### config.mk
export PLATFORM = sky130hd
export DESIGN_NAME = agt_angle_trim
export DESIGN_NICKNAME = d
export VERILOG_FILES = /design/src/verilog/agt_pkg.sv /design/src/verilog/agt_angle_trim.sv
export VERILOG_INCLUDE_DIRS = /design/src /design/src/verilog
export SDC_FILE = /design/constraint.sdc
export NUM_CORES = 1
export LEC_CHECK = 0
export ABC_AREA = 1
export BUFFER_PORTS_ARGS = -buffer_cell sky130_fd_sc_hd__clkbuf_2
export CAP_MARGIN = 20
export CORE_MARGIN = 2
export CORE_UTILIZATION = 29
export CTS_CLUSTER_SIZE = 20
export DETAILED_ROUTE_END_ITERATION = 7
export GPL_TIMING_DRIVEN = 0
export PLACE_DENSITY_LB_ADDON = 0.1
export SLEW_MARGIN = 20
export SYNTH_ARGS = -nofsm -noshare
export SYNTH_HDL_FRONTEND = slang
export SYNTH_SLANG_ARGS = --single-unit
### constraint.sdc
create_clock -name CLK -period 12.3 [get_ports CLK]
set_input_delay 1.23 -clock CLK [delete_from_list [all_inputs] [get_ports CLK]]
set_output_delay 1.23 -clock CLK [all_outputs]
set_load 0.1 [all_outputs]
### src/verilog/agt_regs.svh
// register offsets, fields, reset values and counts of the angle block
// assumes a byte-address register port with 16-bit data
`ifndef AGT_REGS_SVH
`define AGT_REGS_SVH

// ********************************
// register offsets
// ********************************
`define AGT_A_ANG_CFG   8'h00
`define AGT_A_GAIN_CFG  8'h04
`define AGT_A_ANGLE     8'h08
`define AGT_A_MAG       8'h0C
`define AGT_A_INT_STAT  8'h10
`define AGT_A_INT_MASK  8'h14
`define AGT_A_STATUS    8'h18

// ********************************
// fields and codes
// ********************************
`define AGT_CFG_SEL     1:0
`define AGT_CFG_ALERT   2
`define AGT_GAIN_VAL    9:0
`define AGT_GAIN_AXIS   11:10
`define AGT_PAIR_XY     2'b00
`define AGT_PAIR_YZ     2'b01
`define AGT_PAIR_XZ     2'b10
`define AGT_TRIM_NONE   2'b00
`define AGT_TRIM_X      2'b01
`define AGT_TRIM_Y      2'b10
`define AGT_INT_DONE    0
`define AGT_INT_OVR     1
`define AGT_INT_W       1:0

// ********************************
// reset values and counts
// ********************************
`define AGT_RST_CFG     3'h0
`define AGT_RST_GAIN    12'h000
`define AGT_RST_RES     16'h0000
`define AGT_RST_INT     2'h0
`define AGT_LAST_ITER   4'hD
`define AGT_TRIM_SHIFT  10
`define AGT_Z_HALF      18'h0_B400
`define AGT_Z_TURN      18'h1_6800
`define AGT_TURN16      16'h1680
`define AGT_MAX_DEG     12'h167
`define AGT_DEG_FIELD   15:4

`endif
### src/verilog/agt_pkg.sv
// types shared by the angle and gain trim readout
// assumes agt_regs.svh supplies the numeric constants
package agt_pkg;

   // ********************************
   // carriers
   // ********************************
   typedef struct packed {
      logic signed [15:0] x;
      logic signed [15:0] y;
      logic signed [15:0] z;
   } agt_axes_t;

   typedef struct packed {
      logic [1:0] axis;
      logic [9:0] value;
   } agt_gain_t;

   typedef enum logic [1:0] {
      AGT_IDLE,
      AGT_ITER,
      AGT_FIN
   } agt_state_t;

endpackage : agt_pkg

### src/verilog/agt_angle_trim.sv
// angle calculator with a gain trim on one selected axis (x or y), result and interrupt registers
// assumes one synchronous sample set per conversion on SAMPLE_VALID
`timescale 1ns/1ps
`include "agt_regs.svh"

module agt_angle_trim (
   input  wire logic               CLK,
   input  wire logic               RST_N,
   input  wire logic               SAMPLE_VALID,
   input  wire agt_pkg::agt_axes_t SAMPLE,
   input  wire logic [7:0]         REG_ADDR,
   input  wire logic [15:0]        REG_WDATA,
   input  wire logic               REG_WR,
   input  wire logic               REG_RD,
   output logic [15:0]             REG_RDATA,
   output logic                    ALERT,
   output logic                    IRQ
);
   import agt_pkg::*;

   // ********************************
   // state
   // ********************************
   logic [1:0]         pair_sel, next_pair_sel;
   logic               alert_en, next_alert_en;
   agt_gain_t          gain_cfg, next_gain_cfg;
   agt_gain_t          act_gain, next_act_gain;
   logic               act_alert, next_act_alert;
   agt_state_t         state, next_state;
   logic [3:0]         iter, next_iter;
   logic signed [18:0] cx, next_cx;
   logic signed [18:0] cy, next_cy;
   logic signed [17:0] cz, next_cz;
   logic [15:0]        angle_result, next_angle_result;
   logic [15:0]        mag_result, next_mag_result;
   logic [1:0]         int_status, next_int_status;
   logic [1:0]         int_mask, next_int_mask;
   logic [15:0]        next_rdata;
   logic               next_alert, next_irq;

   // ********************************
   // combinational helpers
   // ********************************
   logic               accept, overrun;
   logic signed [26:0] px, py;
   logic signed [15:0] tx, ty, pa, pb;
   logic signed [18:0] dx, dy;
   logic signed [17:0] zz;
   logic [1:0]         set_int, clr_int;

   // arctangent of 2^-i in 1/256 degree
   function automatic logic [17:0] atan_step(input logic [3:0] i);
      unique case (i)
         4'h0: atan_step = 18'h0_2D00;
         4'h1: atan_step = 18'h0_1A91;
         4'h2: atan_step = 18'h0_0E09;
         4'h3: atan_step = 18'h0_0720;
         4'h4: atan_step = 18'h0_0394;
         4'h5: atan_step = 18'h0_01CA;
         4'h6: atan_step = 18'h0_00E5;
         4'h7: atan_step = 18'h0_0073;
         4'h8: atan_step = 18'h0_0039;
         4'h9: atan_step = 18'h0_001D;
         4'hA: atan_step = 18'h0_000E;
         4'hB: atan_step = 18'h0_0007;
         4'hC: atan_step = 18'h0_0004;
         4'hD: atan_step = 18'h0_0002;
         default: atan_step = 18'h0_0000;
      endcase
   endfunction : atan_step

   // ********************************
   // gain trim and axis pairing
   // ********************************
   // products of an axis with value/1024, always below full scale
   always_comb begin
      px = SAMPLE.x * $signed({1'b0, gain_cfg.value});
      py = SAMPLE.y * $signed({1'b0, gain_cfg.value});
      tx = SAMPLE.x;
      ty = SAMPLE.y;
      unique case (gain_cfg.axis)
         `AGT_TRIM_X: tx = px[25:`AGT_TRIM_SHIFT];
         `AGT_TRIM_Y: ty = py[25:`AGT_TRIM_SHIFT];
         default: ;
      endcase
   end

   // pick the two axes feeding the angle calculator
   always_comb begin
      unique case (pair_sel)
         `AGT_PAIR_YZ: begin
            pa = ty;
            pb = SAMPLE.z;
         end
         `AGT_PAIR_XZ: begin
            pa = tx;
            pb = SAMPLE.z;
         end
         default: begin
            pa = tx;
            pb = ty;
         end
      endcase
   end

   // ********************************
   // next values
   // ********************************
   always_comb begin
      accept = SAMPLE_VALID && (state == AGT_IDLE);
      overrun = SAMPLE_VALID && (state != AGT_IDLE);
      dx = cx >>> iter;
      dy = cy >>> iter;
      zz = cz;
      if (cz[17]) begin
         zz = cz + `AGT_Z_TURN;
      end
      next_pair_sel = pair_sel;
      next_alert_en = alert_en;
      next_gain_cfg = gain_cfg;
      next_act_gain = act_gain;
      next_act_alert = act_alert;
      next_state = state;
      next_iter = iter;
      next_cx = cx;
      next_cy = cy;
      next_cz = cz;
      next_angle_result = angle_result;
      next_mag_result = mag_result;
      next_alert = 1'b0;
      set_int = 2'b00;
      clr_int = 2'b00;
      // register writes
      if (REG_WR) begin
         unique case (REG_ADDR)
            `AGT_A_ANG_CFG: begin
               next_pair_sel = REG_WDATA[`AGT_CFG_SEL];
               next_alert_en = REG_WDATA[`AGT_CFG_ALERT];
            end
            `AGT_A_GAIN_CFG: begin
               next_gain_cfg.value = REG_WDATA[`AGT_GAIN_VAL];
               next_gain_cfg.axis = REG_WDATA[`AGT_GAIN_AXIS];
            end
            `AGT_A_INT_STAT: clr_int = REG_WDATA[`AGT_INT_W];
            default: ;
         endcase
      end
      // calculator sequence
      unique case (state)
         AGT_IDLE: begin
            if (accept) begin
               next_act_gain = gain_cfg;
               next_act_alert = alert_en;
               next_iter = 4'h0;
               next_state = AGT_ITER;
               if (pa[15]) begin
                  next_cx = -{{3{pa[15]}}, pa};
                  next_cy = -{{3{pb[15]}}, pb};
                  next_cz = `AGT_Z_HALF;
               end else begin
                  next_cx = {{3{pa[15]}}, pa};
                  next_cy = {{3{pb[15]}}, pb};
                  next_cz = 18'h0_0000;
               end
            end
         end
         AGT_ITER: begin
            if (!cy[18]) begin
               next_cx = cx + dy;
               next_cy = cy - dx;
               next_cz = cz + $signed(atan_step(iter));
            end else begin
               next_cx = cx - dy;
               next_cy = cy + dx;
               next_cz = cz - $signed(atan_step(iter));
            end
            next_iter = iter + 4'h1;
            if (iter == `AGT_LAST_ITER) begin
               next_state = AGT_FIN;
            end
         end
         AGT_FIN: begin
            next_angle_result = {2'b00, zz[17:4]};
            next_mag_result = cx[17:2];
            next_alert = act_alert;
            set_int[`AGT_INT_DONE] = 1'b1;
            next_state = AGT_IDLE;
         end
      endcase
      set_int[`AGT_INT_OVR] = overrun;
      // a set in the clearing cycle survives
      next_int_status = (int_status & ~clr_int) | set_int;
      next_int_mask = int_mask;
      if (REG_WR && (REG_ADDR == `AGT_A_INT_MASK)) begin
         next_int_mask = REG_WDATA[`AGT_INT_W];
      end
      next_irq = |(next_int_status & next_int_mask);
   end

   // read data for the cycle after the read strobe
   always_comb begin
      next_rdata = 16'h0000;
      if (REG_RD) begin
         unique case (REG_ADDR)
            `AGT_A_ANG_CFG: next_rdata = {13'h0000, alert_en, pair_sel};
            `AGT_A_GAIN_CFG: next_rdata = {4'h0, gain_cfg};
            `AGT_A_ANGLE: next_rdata = angle_result;
            `AGT_A_MAG: next_rdata = mag_result;
            `AGT_A_INT_STAT: next_rdata = {14'h0000, int_status};
            `AGT_A_INT_MASK: next_rdata = {14'h0000, int_mask};
            `AGT_A_STATUS: next_rdata = {15'h0000, state != AGT_IDLE};
            default: next_rdata = 16'h0000;
         endcase
      end
   end

   // ********************************
   // registers
   // ********************************
   always_ff @(posedge CLK) begin
      if (!RST_N) begin
         {alert_en, pair_sel} <= `AGT_RST_CFG;
         gain_cfg <= `AGT_RST_GAIN;
         act_gain <= `AGT_RST_GAIN;
         act_alert <= 1'b0;
         state <= AGT_IDLE;
         iter <= 4'h0;
         cx <= 19'h0_0000;
         cy <= 19'h0_0000;
         cz <= 18'h0_0000;
         angle_result <= `AGT_RST_RES;
         mag_result <= `AGT_RST_RES;
         int_status <= `AGT_RST_INT;
         int_mask <= `AGT_RST_INT;
         REG_RDATA <= 16'h0000;
         ALERT <= 1'b0;
         IRQ <= 1'b0;
      end else begin
         pair_sel <= next_pair_sel;
         alert_en <= next_alert_en;
         gain_cfg <= next_gain_cfg;
         act_gain <= next_act_gain;
         act_alert <= next_act_alert;
         state <= next_state;
         iter <= next_iter;
         cx <= next_cx;
         cy <= next_cy;
         cz <= next_cz;
         angle_result <= next_angle_result;
         mag_result <= next_mag_result;
         int_status <= next_int_status;
         int_mask <= next_int_mask;
         REG_RDATA <= next_rdata;
         ALERT <= next_alert;
         IRQ <= next_irq;
      end
   end
endmodule : agt_angle_trim

==> flow_metrics.tcl, run 1 <==
set metrics [dict create \
    ys_types 59 \
    rows 109 \
    multiInputGateArea_um2 18770 \
    critPathTopFamily "adder cells" \
    leakagePower_nw 15.37 \
    fp.dieW_um 301.8 \
    ant_nets 0 \
    grt_pass1_wl_um 147000 \
    hold_slack_ns 0.4474 \
    syn_area_per_cell_um2 6.512 \
    worst-path-buf-inv 10 \
    htreeDepth 4 \
    syn_to_final_growth_pct 9.862 \
    power_density_nw_per_um2 87.39 \
    cts-buffers-inserted 17 \
    clk_pin_slew_ns 0.08 \
    gp_congestion 0.9054 \
    dpl-instance-area_um2 27620 \
    crit_type "flop to flop" \
    fin_skew_ns 0.01736 \
    status "finished, final reports clean" \
    max-cap-violations 0 \
    dieHeight_um 301.8 \
    drc 0 \
    cts_buffer_depth 2 \
    final_cell_area_um2 28250 \
    max_slew.worst_pin.slew_ns 1.151 \
    syn_inst 3949 \
    crit_path_start_kind "flop" \
    cts_setup_buffers 0 \
    regArea_um2 2883 \
    post-route-period-util 0.6194 \
    synth_seq_cells 144 \
    drtIter0Drc 1763 \
    synth_edf_count 0 \
    globalRouteOverflowTotal 0 \
    clkPwrFrac 0.233 \
    core-area_um2 88100 \
    min_period_ns 7.618 \
    grt_pass1_vias 24960 \
    clkLatencyLatePin_ns 0.46 \
    grt_use_total 0.2127 \
    ys_warn_count 0 \
    tns_ns 0 \
    port_buffers 87 \
    syn_nets 4492 \
    slew_headroom 0.2323 \
    fin_nets 4599 \
    num_vias 24700 \
    comb_power_share 0.543 \
    tritoncts "done" \
    wl_per_cell_um 18.21 \
    ys_seq_area_frac 0.1121 \
    seqPwrFrac 0.224 \
    worst_hold_path_type "flop to flop" \
    async_flop_share 0 \
    switching_share 0.4879 \
    wl_um 95360 \
    drive_gt1_frac 0.06070 \
    slowest_stage "clkbuf_1" \
    final_hold_viol_count 0 \
    clock-root-buffer "clkbuf_16" \
    cp.arrival_ns 8.01 \
    setup_viol 0 \
    post-dp-hpwl_um 81200 \
    viasPerCell 4.718 \
    max_stage_delay_ns 0.87 \
    initial_core_util 0.2919 \
    clock.fmax_ghz 0.1313 \
    filler_cell_count 10110 \
    pin_count 95 \
    ys.flop_type "dfxtp_1" \
    cts.sink_count 144 \
    cp.required_ns 12.69 \
    slew_violations 0 \
    die_area_um2 91070 \
    cts-resized-gates 0 \
    grt_antenna_before_repair 6 \
    cp-end-kind "flop" \
    rsz0062_at_grt "false" \
    p_switching_w 0.001205 \
    crit_top_cell "nand2_1" \
    grt_max_degree 17 \
    peakVddDrop_mv 0.07703 \
    intPower_w 0.001264 \
    dr.pass1.iters 6 \
    netlist_area_um2 25720 \
    cts_hold_buf 0 \
    crit_fanout 10 \
]
==> layer usage <==
metal  part of all wire  GRT usage  up-vias  routed length [um]
li1                   -          -    12360                   -
met1               0.50     0.3152    11700               47930
met2               0.43     0.3334      584               40800
met3              0.052    0.02428       63                4990
met4              0.017    0.03960        0                1628
met5                  0          0        -                   0
==> stage by stage <==
step	setup slack, ns	util	power [W]	std cells
after floorplan	5.970	-	0.001505	3949
after global placement	4.435	0.3134	0.001900	5201
after detailed placement	4.477	0.3135	0.001893	5202
after CTS	4.765	0.3206	0.002477	5234
after global routing	4.250	0.3206	0.002665	5234
final	4.682	0.3207	0.002469	5236
==> layout make-up <==
type | count | share of cell area
timing repair buffer | 88 | 0.01581
antenna | 2 | 0.0001771
clock inverter | 14 | 0.006554
buffer | 158 | 0.02551
multi-input combinational | 2757 | 0.6645
tap | 1165 | 0.05159
clock buffer | 18 | 0.01554
inverter | 890 | 0.1182
sequential | 144 | 0.1020
==> placed cells by master (no fill, tap or decap), types with 7 or more instances in the layout <==
cell       synthesis  final
a21oi_1          195    195
a31oi_1           28     28
buf_1              9      9
buf_2             24     24
buf_6             10     11
clkbuf_1         109    109
clkbuf_16          0     17
clkbuf_2           0     87
dfxtp_1          144    144
fa_1             285    285
ha_1             181    181
inv_1            878    878
inv_2              8      8
mux2i_1           11     11
nand2_1         1019   1019
nand2_2           12     12
nand3_1          246    246
nand3b_1          11     11
nand4_1           25     25
nor2_1           233    232
nor2_2             6      7
nor3_1            27     27
o211ai_1          23     23
o21a_1             8      8
o21ai_0          181    181
o21ai_1           52     52
o21ai_2           20     20
o21bai_1           7      7
o221ai_1           7      7
o22ai_1           12     12
or2_1              7      7
or2_2             28     28
xnor2_1           28     28
xor2_1            46     46
==> registers in the layout, indices dropped and copies added, names as in the netlist, 4 cells and up, named ones only <==
register      cells
iter              4
mag_result       16
cx               19
REG_RDATA        16
cz               18
cy               19
gain_cfg         12
angle_result     14
==> tightest hold or removal path: cells and delay by family (launching register included) <==
kind                   cells  cell delay, ns
and+or+nand+nor            1            0.05
buffers and inverters      1            0.06
DFF                        1            0.30
==> power by group through the flow <==
| stage | sequential (W) | combinational, W | clock [W] |
|---|---|---|---|
| 2_1_floorplan | 0.000539 | 0.000966 | 0 |
| 3_3_place_gp | 0.000565 | 0.00133 | 0 |
| 3_5_place_dp | 0.000565 | 0.00133 | 0 |
| 4_1_cts | 0.000554 | 0.00133 | 0.000588 |
| 5_1_grt | 0.000559 | 0.00150 | 0.000605 |
| 6_report | 0.000554 | 0.00134 | 0.000576 |
==> synth_stat cells (4+ instances only) <==
master    instances  area [um2]
nand2_1        1019        3825
inv_1           878        3296
fa_1            285        5705
nand3_1         246        1231
nor2_1          233       874.6
a21oi_1         195       975.9
ha_1            181        2265
o21ai_0         181       905.9
dfxtp_1         144        2883
clkbuf_1        109       409.1
o21ai_1          52       260.3
xor2_1           46       402.9
a31oi_1          28       175.2
or2_2            28       175.2
xnor2_1          28       245.2
nor3_1           27       135.1
nand4_1          25       156.4
buf_2            24       120.1
o211ai_1         23       172.7
o21ai_2          20       175.2
nand2_2          12       75.07
o22ai_1          12       75.07
mux2i_1          11       110.1
nand3b_1         11       82.58
buf_6            10       112.6
buf_1             9       33.78
inv_2             8       30.03
o21a_1            8       60.06
o21bai_1          7       52.55
o221ai_1          7       61.31
or2_1             7       43.79
a21o_1            6       45.04
and2_1            6       37.54
buf_4             6       45.04
nor2_2            6       37.54
nor4_1            6       37.54
o31ai_1           6       45.04
clkinv_1          4       15.01
==> cells by family (layout without fill, tap and decap cells) <==
family	Yosys count	count (layout)	share of synthesized area
AOI/OAI and AO/OA	564	564	0.1230
xor gates and xnor gates	74	74	0.02520
buffers and inverters	1048	1168	0.1579
adders and majority gates	466	466	0.3099
DFF	144	144	0.1121
and+or+nand+nor	1641	1641	0.2671
other	0	2	0
muxes	12	12	0.004817
==> path summary, 6_finish.rpt <==
| path | startpoint | to | slack [ns] | cells after the start |
|---|---|---|---|---|
| setup reg to reg | gain_cfg[7] | cz[12] | 4.68 | 30 |
| hold reg to reg | act_alert | ALERT | 0.45 | 2 |
| hold / removal | act_alert | ALERT | 0.45 | 2 |
| setup / recovery | gain_cfg[7] | cz[12] | 4.68 | 30 |
Power figures use the tool's default switching activity.
==> run 2: changes to the inputs <==
==> constraint.sdc (replaced) <==
create_clock -name CLK -period 7.8 [get_ports CLK]
set_input_delay 0.78 -clock CLK [delete_from_list [all_inputs] [get_ports CLK]]
set_output_delay 0.78 -clock CLK [all_outputs]
set_load 0.1 [all_outputs]
==> flow_metrics.tcl, run 2 (synthesis results as in run 1) <==
set metrics [dict create \
    status "finished, final reports clean" \
    cts-buffers-inserted 17 \
    worstHoldPathCells 2 \
    grt_pass1_vias 24960 \
    max-cap-violations 0 \
    rr_endpoint "cz[12]" \
    final_cell_area_um2 28250 \
    dieHeight_um 301.8 \
    clock-root-buffer "clkbuf_16" \
    wl_met3_um 4601 \
    slowest_stage "clkbuf_1" \
    hold_path_startpoint "act_alert" \
    top_regs "cx x19, cy x19, cz x18" \
    peakVddDrop_mv 0.1213 \
    clk_pin_slew_ns 0.08 \
    worst_hold_path_type "flop to flop" \
    top_layer "met4" \
    r2r_setup_slack_ns 0.37 \
    htreeDepth 4 \
    leakagePower_nw 15.38 \
    p_total_w 0.003892 \
    filler_cell_count 10110 \
    final_common_cell "nand2_1" \
    grt_antenna_before_repair 6 \
    post-dp-hpwl_um 81200 \
    min_to "ALERT" \
    tns_ns 0 \
    globalRouteOverflowTotal 0 \
    wl_per_cell_um 18.22 \
    clock.fmax_ghz 0.1345 \
    num_vias 24640 \
    wl_um 95380 \
    cts-resized-gates 0 \
    clkLatencyLatePin_ns 0.46 \
    min_period_ns 7.433 \
    pin_count 95 \
    cp-end-kind "flop" \
    cts_setup_buffers 0 \
    max_slew.worst_pin.slew_ns 1.167 \
    fin_skew_ns 0.01943 \
    power_density_nw_per_um2 137.8 \
    grt_pass1_wl_um 147000 \
    post-route-period-util 0.9530 \
    crit_type "flop to flop" \
    fin_nets 4597 \
    gp_congestion 0.9054 \
    drive_gt1_frac 0.06172 \
    dpl-instance-area_um2 27620 \
    crit_fanout 10 \
    cp.arrival_ns 7.82 \
    max_stage_delay_ns 0.65 \
    tritoncts "done" \
    drc 0 \
    rr_worst_depth 29 \
    cts.sink_count 144 \
    dr.pass1.iters 7 \
    final_hold_viol_count 0 \
    fp.dieW_um 301.8 \
    viasPerCell 4.707 \
    place_ws_ns 0.2922 \
    die_area_um2 91070 \
    port_buffers 87 \
    cts_buffer_depth 2 \
    ant_nets 0 \
    hold_slack_ns 0.4453 \
    layout_common_cells "nand2_1, inv_1, fa_1" \
    dr_wl_met2_um 40870 \
    wl_met1_um 48270 \
    grt_max_degree 17 \
    rsz0062_at_grt "true" \
    multiInputGateArea_um2 18770 \
    setup_viol 0 \
    slew_headroom 0.2222 \
    core-area_um2 88100 \
    slew_violations 0 \
    regArea_um2 2883 \
    drtIter0Drc 1802 \
    cts_hold_buf 0 \
    initial_core_util 0.2919 \
    rows 109 \
    timing.rr.start "gain_cfg[6]" \
    cp.required_ns 8.19 \
    syn_to_final_growth_pct 9.853 \
    crit_path_start_kind "flop" \
    grt_use_total 0.2127 \
    fin_ws_ns 0.3670 \
]
[run 2: stage by stage]
step	utilization	cells
3_5_place_dp	0.3135	5202
2_1_floorplan	-	3949
4_1_cts	0.3206	5234
5_1_grt	0.3206	5232
6_report	0.3206	5234
3_3_place_gp	0.3134	5201
[run 2: final cells by class]
cell class,count,share of cell area
Inverter,890,0.1183
Clock buffer,18,0.01555
Buffer,156,0.02542
Antenna cell,2,0.0001772
Tap cell,1165,0.05160
Timing Repair Buffer,88,0.01581
Sequential cell,144,0.1020
Clock inverter,14,0.006555
Multi-Input combinational cell,2757,0.6646
[run 2: layer usage]
layer,track usage,up-vias
met5,0,-
met4,0.03960,0
met3,0.02428,65
met2,0.3334,537
met1,0.3152,11680
li1,-,12360
[run 2: worst max-delay path, delay by kind of cell (launching register included)]
kind	cells	cell delay, ns
AND/OR/NAND/NOR	11	2.00
buffers and inverters	10	1.92
flip-flops	1	0.31
AO/OA/AOI/OAI	2	0.19
adder cells (fa/ha/maj)	6	2.91
[run 2: worst max path at each step]
stage | depth (start not counted) | start | endpoint | slack (ns)
after floorplan | 29 | SAMPLE[31] | cz[12] | 1.92
after global placement | 26 | gain_cfg[5] | cy[16] | 0.25
after detailed placement | 26 | gain_cfg[5] | cy[16] | 0.29
after CTS | 26 | gain_cfg[5] | cy[16] | 0.26
after global routing | 29 | gain_cfg[6] | cz[12] | -0.03
final | 29 | gain_cfg[6] | cz[12] | 0.37
[run 2: power breakdown]
group	internal, W	total (W)	leakage (nW)	switching, W
Sequential	0.000793	0.000873	1.17	0.0000800
Combinational	0.000701	0.00211	13.9	0.00141
Clock	0.000499	0.000908	0.308	0.000409
Total	0.00199	0.00389	15.4	0.00190
